<file path="config.mk">
export PLATFORM = sky130hd
export DESIGN_NAME = wdcf_watchdog_flags
export DESIGN_NICKNAME = d
export VERILOG_FILES = /design/src/inc/wdcf_pkg.sv /design/src/wdcf_watchdog_flags.sv
export VERILOG_INCLUDE_DIRS = /design/src /design/src/inc
export SDC_FILE = /design/constraint.sdc
export NUM_CORES = 1
export LEC_CHECK = 0
export ABC_AREA = 1
export BUFFER_PORTS_ARGS = -buffer_cell sky130_fd_sc_hd__clkbuf_2
export CORE_MARGIN = 4
export CORE_UTILIZATION = 45
export DETAILED_ROUTE_END_ITERATION = 10
export PLACE_DENSITY = 0.67
export SYNTH_ARGS = -nofsm -noshare
export SYNTH_HDL_FRONTEND = slang
export SYNTH_SLANG_ARGS = --single-unit
</file>
<file path="constraint.sdc">
create_clock -name clock -period 2.6 [get_ports clock]
set_clock_uncertainty 0.1 [all_clocks]
set_input_delay 0.52 -clock clock [delete_from_list [all_inputs] [get_ports clock]]
set_output_delay 0.52 -clock clock [all_outputs]
set_load 0.05 [all_outputs]
</file>
<file path="src/inc/wdcf_defines.svh">
// Register offsets, field positions, reset values and timing counts of the watchdog flags block.
`ifndef WDCF_DEFINES_SVH
`define WDCF_DEFINES_SVH
`define WDCF_OFS_CTRL        4'h0
`define WDCF_OFS_SELECT      4'h1
`define WDCF_OFS_IRQ_EN      4'h2
`define WDCF_OFS_CAUSE       4'h3
`define WDCF_OFS_EV_STATUS   4'h4
`define WDCF_OFS_EV_CLEAR    4'h5
`define WDCF_OFS_EV_ENABLE   4'h6
`define WDCF_OFS_COUNT       4'h7
`define WDCF_BIT_RESTART     0
`define WDCF_BIT_RST_EN      1
`define WDCF_BIT_RST_FLAG    2
`define WDCF_BIT_IRQ_FLAG    3
`define WDCF_BIT_IRQ_EN      4
`define WDCF_BIT_UNLOCK      0
`define WDCF_SEL_RESET       3'h7
`define WDCF_RST_EN_RESET    1'b1
`define WDCF_CNT_W           30
`define WDCF_DIV_W           4
`define WDCF_RESET_PULSE     8'h10
`endif

</file>
<file path="src/inc/wdcf_pkg.sv">
// Types shared by the watchdog flags block.
package wdcf_pkg;
  typedef enum logic [1:0] {
    WDCF_RUN   = 2'b00,
    WDCF_HALT  = 2'b01,
    WDCF_SLOW  = 2'b10
  } wdcf_mode_t;

  typedef struct packed {
    logic [29:0] count;
    logic [3:0]  slowDiv;
    logic [2:0]  timeoutSelect;
    logic        expiryResetEnable;
    logic        timeoutIrqFlag;
    logic        dogResetCauseFlag;
    logic        expiryIrqEnable;
    logic        unlocked;
    logic [1:0]  evStatus;
    logic [1:0]  evEnable;
    logic [7:0]  resetPulse;
    logic        waitReq;
    logic        readValid;
    logic [31:0] readData;
    logic        irq;
    logic        sysReset;
  } wdcf_state_t;
endpackage : wdcf_pkg

</file>
<file path="src/wdcf_watchdog_flags.sv">
// Watchdog counter with control and status flags on an Avalon-MM slave.
//
// Overview of operation
// - Expiry of every period sets the timeout flag regardless of interrupt enable.
// - A separate interrupt enable gates only the request, never the flag.
// - Any hardware reset clears the watchdog reset cause flag.
// - After a watchdog-caused reset the cause flag reads one.
// - Software may clear the cause flag by writing it.
// - Reset enable set makes expiry reset the system; else only flag.
// - Out of reset, watchdog reset enabled and timeout select longest.
// - Writing one to the restart strobe returns the counter to zero only after an unlock write to the cause register.
// - Restart strobe has no storage and always reads back zero.
// - 30-bit counter on CPU clock; halted in idle/stop, slowed in slow mode.
// - Timeout select codes 0..7 pick the expiry count; reset code 7.
//
// Implementation choices: the address map and the Avalon-MM interface to the registers.
`timescale 1ns/100ps
`include "wdcf_defines.svh"

module wdcf_watchdog_flags (
  input  wire logic        clock,
  input  wire logic        rst_b,
  input  wire logic        dogResetSeen,
  input  wire logic [1:0]  powerMode,
  input  wire logic [3:0]  avs_address,
  input  wire logic        avs_read,
  input  wire logic        avs_write,
  input  wire logic [31:0] avs_writedata,
  input  wire logic [3:0]  avs_byteenable,
  output logic [31:0]      avs_readdata,
  output logic             avs_waitrequest,
  output logic             timeoutIrq,
  output logic             eventIrq,
  output logic             systemReset
);

  wdcf_pkg::wdcf_state_t q;
  wdcf_pkg::wdcf_state_t d;

  logic        access;
  logic        wrTake;
  logic        tick;
  logic        expire;
  logic [30:0] limit;
  logic [7:0]  wb;

  // One wait cycle per access: the answer lands on the second edge of the request.
  assign access = (avs_read | avs_write) & q.waitReq;
  assign wrTake = avs_write & q.waitReq & avs_byteenable[0];
  assign wb     = avs_writedata[7:0];

  always_comb begin
    case (q.timeoutSelect)
      3'h0:    limit = 31'h00020000;
      3'h1:    limit = 31'h00100000;
      3'h2:    limit = 31'h00800000;
      3'h3:    limit = 31'h04000000;
      3'h4:    limit = 31'h08000000;
      3'h5:    limit = 31'h10000000;
      3'h6:    limit = 31'h20000000;
      default: limit = 31'h40000000;
    endcase
  end

  always_comb begin
    case (wdcf_pkg::wdcf_mode_t'(powerMode))
      wdcf_pkg::WDCF_RUN:  tick = 1'b1;
      wdcf_pkg::WDCF_SLOW: tick = (q.slowDiv == 4'hf);
      default:             tick = 1'b0;
    endcase
  end

  assign expire = tick && ({1'b0, q.count} == (limit - 31'h1));

  always_comb begin
    d = q;
    d.readValid = 1'b0;
    d.waitReq   = 1'b1;
    if (access) begin
      d.waitReq = 1'b0;
    end
    if (powerMode == 2'b10) begin
      d.slowDiv = q.slowDiv + 4'h1;
    end

    if (tick) begin
      d.count = q.count + 30'h1;
    end
    if (expire) begin
      d.count = '0;
    end

    if (wrTake) begin
      if (avs_address == `WDCF_OFS_CTRL) begin
        d.expiryResetEnable = wb[`WDCF_BIT_RST_EN];
        if (!wb[`WDCF_BIT_IRQ_FLAG]) begin
          d.timeoutIrqFlag = 1'b0;
        end
        if (!wb[`WDCF_BIT_RST_FLAG]) begin
          d.dogResetCauseFlag = 1'b0;
        end
        if (wb[`WDCF_BIT_RESTART] && q.unlocked) begin
          d.count = '0;
        end
        d.unlocked = 1'b0;
      end else if (avs_address == `WDCF_OFS_SELECT) begin
        d.timeoutSelect = wb[2:0];
      end else if (avs_address == `WDCF_OFS_IRQ_EN) begin
        d.expiryIrqEnable = wb[`WDCF_BIT_IRQ_EN];
      end else if (avs_address == `WDCF_OFS_CAUSE) begin
        d.unlocked = wb[`WDCF_BIT_UNLOCK];
      end else if (avs_address == `WDCF_OFS_EV_CLEAR) begin
        d.evStatus = q.evStatus & ~wb[1:0];
      end else if (avs_address == `WDCF_OFS_EV_ENABLE) begin
        d.evEnable = wb[1:0];
      end
    end

    if (expire) begin
      d.timeoutIrqFlag = 1'b1;
      d.evStatus[0]    = 1'b1;
      if (q.expiryResetEnable) begin
        d.resetPulse = `WDCF_RESET_PULSE;
        d.evStatus[1] = 1'b1;
      end
    end
    if (q.resetPulse != 8'h00) begin
      d.resetPulse = q.resetPulse - 8'h01;
    end

    if (avs_read && q.waitReq) begin
      d.readValid = 1'b1;
      d.readData  = '0;
      if (avs_address == `WDCF_OFS_CTRL) begin
        d.readData[`WDCF_BIT_RST_EN]   = q.expiryResetEnable;
        d.readData[`WDCF_BIT_RST_FLAG] = q.dogResetCauseFlag;
        d.readData[`WDCF_BIT_IRQ_FLAG] = q.timeoutIrqFlag;
      end else if (avs_address == `WDCF_OFS_SELECT) begin
        d.readData[2:0] = q.timeoutSelect;
      end else if (avs_address == `WDCF_OFS_IRQ_EN) begin
        d.readData[`WDCF_BIT_IRQ_EN] = q.expiryIrqEnable;
      end else if (avs_address == `WDCF_OFS_CAUSE) begin
        d.readData[`WDCF_BIT_UNLOCK] = q.unlocked;
      end else if (avs_address == `WDCF_OFS_EV_STATUS) begin
        d.readData[1:0] = q.evStatus;
      end else if (avs_address == `WDCF_OFS_EV_ENABLE) begin
        d.readData[1:0] = q.evEnable;
      end else if (avs_address == `WDCF_OFS_COUNT) begin
        d.readData[29:0] = q.count;
      end
    end

    d.irq      = d.timeoutIrqFlag & d.expiryIrqEnable;
    d.sysReset = (d.resetPulse != 8'h00);
  end

  always_ff @(posedge clock) begin
    if (!rst_b) begin
      q                   <= '0;
      q.waitReq           <= 1'b1;
      q.timeoutSelect     <= `WDCF_SEL_RESET;
      q.expiryResetEnable <= `WDCF_RST_EN_RESET;
      // cleared by reset; set again below.
      q.dogResetCauseFlag <= 1'b0;
    end else begin
      q <= d;
      if (dogResetSeen) begin
        q.dogResetCauseFlag <= 1'b1;
      end
    end
  end

  assign avs_readdata    = q.readData;
  assign avs_waitrequest = q.waitReq;
  assign timeoutIrq      = q.irq;
  assign systemReset     = q.sysReset;

  // Level interrupt for the event status bits; software clears via the clear register.
  logic evIrq_q;
  always_ff @(posedge clock) begin
    if (!rst_b) begin
      evIrq_q <= 1'b0;
    end else begin
      evIrq_q <= |(d.evStatus & d.evEnable);
    end
  end
  assign eventIrq = evIrq_q;

endmodule : wdcf_watchdog_flags

</file>
Word level (Yosys, flattened, before mapping)
Index checks and enable logic that the tools add are counted.
{"block": "word_totals", "ff_bits": 88, "output_inout_bits": 36, "elab_cells": 121}
{"block": "classes", "n_addsub": 4, "n_eq_ne": 19, "mux": 57, "n_bitwise": 9, "n_reduce_logical": 16}
{"operator": "$mux W30", "n": 13}
{"operator": "$pmux W31 S7", "n": 1}
{"operator": "$mux W28", "n": 2}
{"operator": "$mux W8", "n": 4}
{"operator": "$eq A30 B31 Y1", "n": 1}
{"operator": "$sub A31 B1 Y31 const B", "n": 1}
{"operator": "$add A30 B1 Y30 const B", "n": 1}
{"operator": "$mux W29", "n": 1}
{"operator": "$mux W27", "n": 1}
{"operator": "$mux W26", "n": 1}
{"operator": "$mux W25", "n": 1}
{"operator": "$mux W2", "n": 12}
{"operator": "$eq A4 B3 Y1 const B", "n": 4}
{"operator": "$reduce_bool A8 Y1", "n": 2}
{"operator": "$mux W1", "n": 13}
{"operator": "$mux W4", "n": 3}
{"operator": "$eq A3 B3 Y1 const B", "n": 3}
{"operator": "$eq A4 B2 Y1 const B", "n": 2}
{"operator": "$sub A8 B1 Y8 const B", "n": 1}
{"operator": "$eq A3 B2 Y1 const B", "n": 2}
{"operator": "$mux W3", "n": 2}
{"operator": "$mux W6", "n": 1}
{"operator": "$ne A2 B2 Y1 const B", "n": 3}
{"operator": "$reduce_and A3 Y1", "n": 2}
{"operator": "20 further kinds", "n": 28}

Depth between registers and ports, before layout
{"block": "depth", "word_depth": 20, "ltp_mapped": 18, "ltp_nobuf": 18}

Worst setup path before layout
OpenSTA, ideal clock, no wires.
{"block": "synth_path", "path_kind": "register to register", "from": "reg q[53] in the netlist's numbering", "to": "reg q[78] in the netlist's numbering", "setup_ns": 0.120, "t_arrival_ns": 2.061, "t_required_ns": 2.380, "slack_ns": 0.319, "stages_incl_launch_ff": 14, "path_buffers": 1, "synth_period_minus_slack_ns": 2.281, "path_cell_list": "dfxtp_1 nor2_1 nand2_1 ha_1 ha_1 nand2_1 inv_1 nor2_1 o2111ai_1 nor3_1 nand3_2 nand2_4 buf_6 a211oi_1"}
{"block": "synth_between", "elab_chain_len": 9, "elab_cells_between_ends": 15}
{"element": "start: declaration", "line_no": "wdcf_watchdog_flags.sv:37", "source": "wdcf_pkg::wdcf_state_t q;"}
{"element": "$eq A3 B3 Y1, or another cell as far along", "line_no": "wdcf_watchdog_flags.sv:53", "source": "case (q.timeoutSelect)"}
{"element": "$pmux W31 S7 *", "line_no": "wdcf_watchdog_flags.sv:53"}
{"element": "$sub A31 B1 Y31 *", "line_no": "wdcf_watchdog_flags.sv:73", "source": "assign expire = tick && ({1'b0, q.count} == (limit - 31'h1));"}
{"element": "$eq A30 B31 Y1 *", "line_no": "wdcf_watchdog_flags.sv:73"}
{"element": "$logic_and A1 B1 Y1 *", "line_no": "wdcf_watchdog_flags.sv:73"}
{"element": "$mux W30 *", "line_no": "wdcf_watchdog_flags.sv:89", "source": "if (expire) begin"}
{"element": "$mux W30", "line_no": "wdcf_watchdog_flags.sv:102", "source": "if (wb[`WDCF_BIT_RESTART] && q.unlocked) begin"}
{"element": "$mux W30", "line_no": "wdcf_watchdog_flags.sv:94", "source": "if (avs_address == `WDCF_OFS_CTRL) begin"}
{"element": "$mux W30 *", "line_no": "wdcf_watchdog_flags.sv:93", "source": "if (wrTake) begin"}
Every way passes the cells marked *; elsewhere a longest branch is shown, timed or not.
A chain may end at the register's enable or synchronous reset.

Final worst setup path
{"block": "layout_path", "from": "reg q[53] in the netlist's numbering", "to": "reg q (netlist bit systemReset)"}
{"block": "layout_between", "elab_chain_len": 8, "elab_cells_between_ends": 14}
{"element": "$eq A3 B3 Y1, or another cell as far along", "line_no": "wdcf_watchdog_flags.sv:53"}
{"element": "$pmux W31 S7 *", "line_no": "wdcf_watchdog_flags.sv:53"}
{"element": "$sub A31 B1 Y31 *", "line_no": "wdcf_watchdog_flags.sv:73"}
{"element": "$eq A30 B31 Y1 *", "line_no": "wdcf_watchdog_flags.sv:73"}
{"element": "$logic_and A1 B1 Y1 *", "line_no": "wdcf_watchdog_flags.sv:73"}
{"element": "$mux W8 *", "line_no": "wdcf_watchdog_flags.sv:119", "source": "if (expire) begin"}
{"element": "$mux W8 *", "line_no": "wdcf_watchdog_flags.sv:127", "source": "if (q.resetPulse != 8'h00) begin"}
{"element": "$reduce_bool A8 Y1 *", "line_no": "wdcf_watchdog_flags.sv:154", "source": "d.sysReset = (d.resetPulse != 8'h00);"}
Marks and branches as above.

==> summary.md <==
| Metric | Value |
|---|---|
| First-pass GRT wire length | 17000 microns |
| DR iter-0 viols | 220 |
| Critical R2R Launch | q[53] |
| Clock Latency Late Sink | 360 ps |
| DR DRC count | 0 |
| Clock Sinks | 88 |
| Top-count cell post-synth | nand2_1 |
| Fin crit period | 2470 ps |
| Routed Antenna Nets | 0 |
| Gate Count Post-Synth | 656 |
| Synth unique cells | 41 |
| Root Buffer | clkbuf_8 |
| Final Instance Count excl. Fillers | 826 |
| IO Count | 83 |
| GP Congestion | 0.886 |
| GRT Util Overall | 18.0% |
| Final period util | 94.9% |
| Power per Cell Area | 602 mW/mm^2 |
| Leak pwr | 2.12 nW |
| Initial DRT Pass Iterations | 4 |
| Final setup vio count | 0 |
| Initial core utilization | 46.5% |
| Syn. warnings | 0 |
| Post-synth EDFFs | 0 |
| CTS buffer count | 9 |
| Final hold violation count | 0 |
| Max frequency | 0.405 GHz |
| Area leader, netlist | dfxtp_1 |
| Placed cells | 809 |
| Final slew viol count | 0 |
| GRT overflow | 0 |
| Initial antenna violation count | 0 |
| Startpoint Class | register |
| Crit Path Class | register to register |
| Share of the synthesized area in the top cell type | 38.4% |
| IO Port Bufs | 50 |
| Worst min-delay path class | input pin to register |
| Overall routed net length | 10100 microns |
| Critical path fanouts, max | 5 |
| Critical Path Start | q[53] |
| Commonest cells post-synth | nand2_1 (152), nor2_1 (96), dfxtp_1 (88) |
| TritonCTS clock tree | built |
| CTS max path bufs | 2 |
| Layout area overhead | 9.84% |
| WL per Instance | 12.2 microns |
| Mean Syn Cell Area | 7.00 sq um |
| Area of the core | 0.00986 sq mm |
| Share of layout cells above drive strength 1 | 16.5% |
| Synth async-reset ratio | 0% |
| DP HPWL | 7710 microns |
| CTS Hold Bufs | 0 |
| Die W | 109 microns |
| Seq/Total Area, Yosys | 38.4% |
| Most used DFF post-synth | dfxtp_1 |
| Reg clk slew, reported paths | 90 ps |
| Peak supply drop | 347 uV |
| Vias in the first global route | 3742 |
| Setup TNS | 0 ps |
| Number of core rows | 36 |
| Post-DP Area | 0.00481 sq mm |
| Via-to-Cell Ratio | 4.96 |
| Synth Cell Area | 0.00459 sq mm |
| Crit path DAT | 2610 ps |
| DIE AREA | 0.0119 sq mm |
| Min-delay src | avs_read |
| Post-route cell area | 0.00504 sq mm |
| Nets | 741 |
| Largest net degree at the start of global routing | 31 |
| Synth area leaders | dfxtp_1 (38%), nand2_1 (12%), nor2_1 (7.8%) |
| H-Tree Depth | 3 |
| Max-Cap Viols | 0 |
| Worst Path Required | 2740 ps |
| Synth Register Bits | 88 |
| FILL cells | 1005 |
| ANT cells | 0 |
| Worst setup EP type | register |
| Status | complete, no violations |
| Via count | 4101 |
| DIE HEIGHT | 109 microns |
[logic make-up after synthesis]
kind of cell,share of synthesized area [%]
compound gates,11.9
xor+xnor,4.01
fa+ha+maj,1.63
buf+inv,13.4
flops,38.4
other cells,0.0817
simple gates,30.6
[report_power, final]
group | internal [W] | leakage (nW) | total (W) | switching [W]
Clock | 0.000441 | 0.0941 | 0.000913 | 0.000471
Combinational | 0.000245 | 1.31 | 0.000645 | 0.000400
Sequential | 0.00142 | 0.712 | 0.00148 | 0.0000578
[layer usage]
layer	part of all wire, %	GRT usage, %
met3	4.8	2.66
met2	45	29.3
met5	0	0
met4	2.2	7.48
met1	48	23.7
[worst max-delay path: stages, from the launching register on]
cell	delay, ps
dfxtp_2	340
buf_4	150
inv_1	140
nand3_2	140
ha_4	290
inv_1	30
nand2_1	90
nand3_1	80
nor2_1	90
nand2_1	70
nor2_2	110
nand4_1	200
a21oi_2	240
nand3b_1	110
nor2_1	120
nor2_1	40
[placed cells by master (no fill, tap or decap), drive strengths merged]
master	n
o2111ai	2
nor2	103
dfxtp	88
a211oi	9
xor2	16
nand2b	1
xnor2	5
nand3	30
o21bai	1
a21oi	48
clkinv	3
a22o	2
nor3	14
o21ai	18
a21boi	1
nand3b	1
a22oi	1
or2	3
a41oi	1
buf	15
ha	6
nor4	1
conb	2
bufinv	1
nand2	154
clkbuf	62
and3	3
inv	83
a31oi	5
nand4	9
o221ai	1
o211ai	4
[through the flow]
step	power, W	hold slack [ps]	util, %	worst slack, ps
global route	0.00323	269	51.1	-6.74
global placement	0.00210	337	48.8	113
detailed placement	0.00212	344	48.8	89.9
floorplan	0.00199	346	-	319
finish	0.00303	265	51.1	133
CTS	0.00303	254	50.6	81.7
[state kept, by name, summed over array words and instances (netlist names)]
name,flops
q,54
avs_readdata,30
avs_waitrequest,1
eventIrq,1
systemReset,1
timeoutIrq,1
[layout make-up]
class	instances	area (sq um)	share of cell area, %
Multi-Input combinational cell	441	2260	44.8
Clock buffer	12	135	2.68
Tap cell	133	166	3.30
Sequential cell	88	1760	35.0
Inverter	83	312	6.18
Clock inverter	4	45.0	0.893
Timing Repair Buffer	65	363	7.19
[repair_timing]
item / 4_1_cts / 5_1_grt
buffers inserted: 0 / 1
resized for setup: 0 / 13
setup endpoints to repair: 0 / 33
[worst paths after layout]
kind,end,slack (ps),cells past startpoint
setup / recovery,systemReset,130,15
hold / removal,avs_waitrequest,260,2
setup reg to reg,systemReset,130,15
hold reg to reg,avs_waitrequest,360,1
Power figures use the tool's default switching activity.
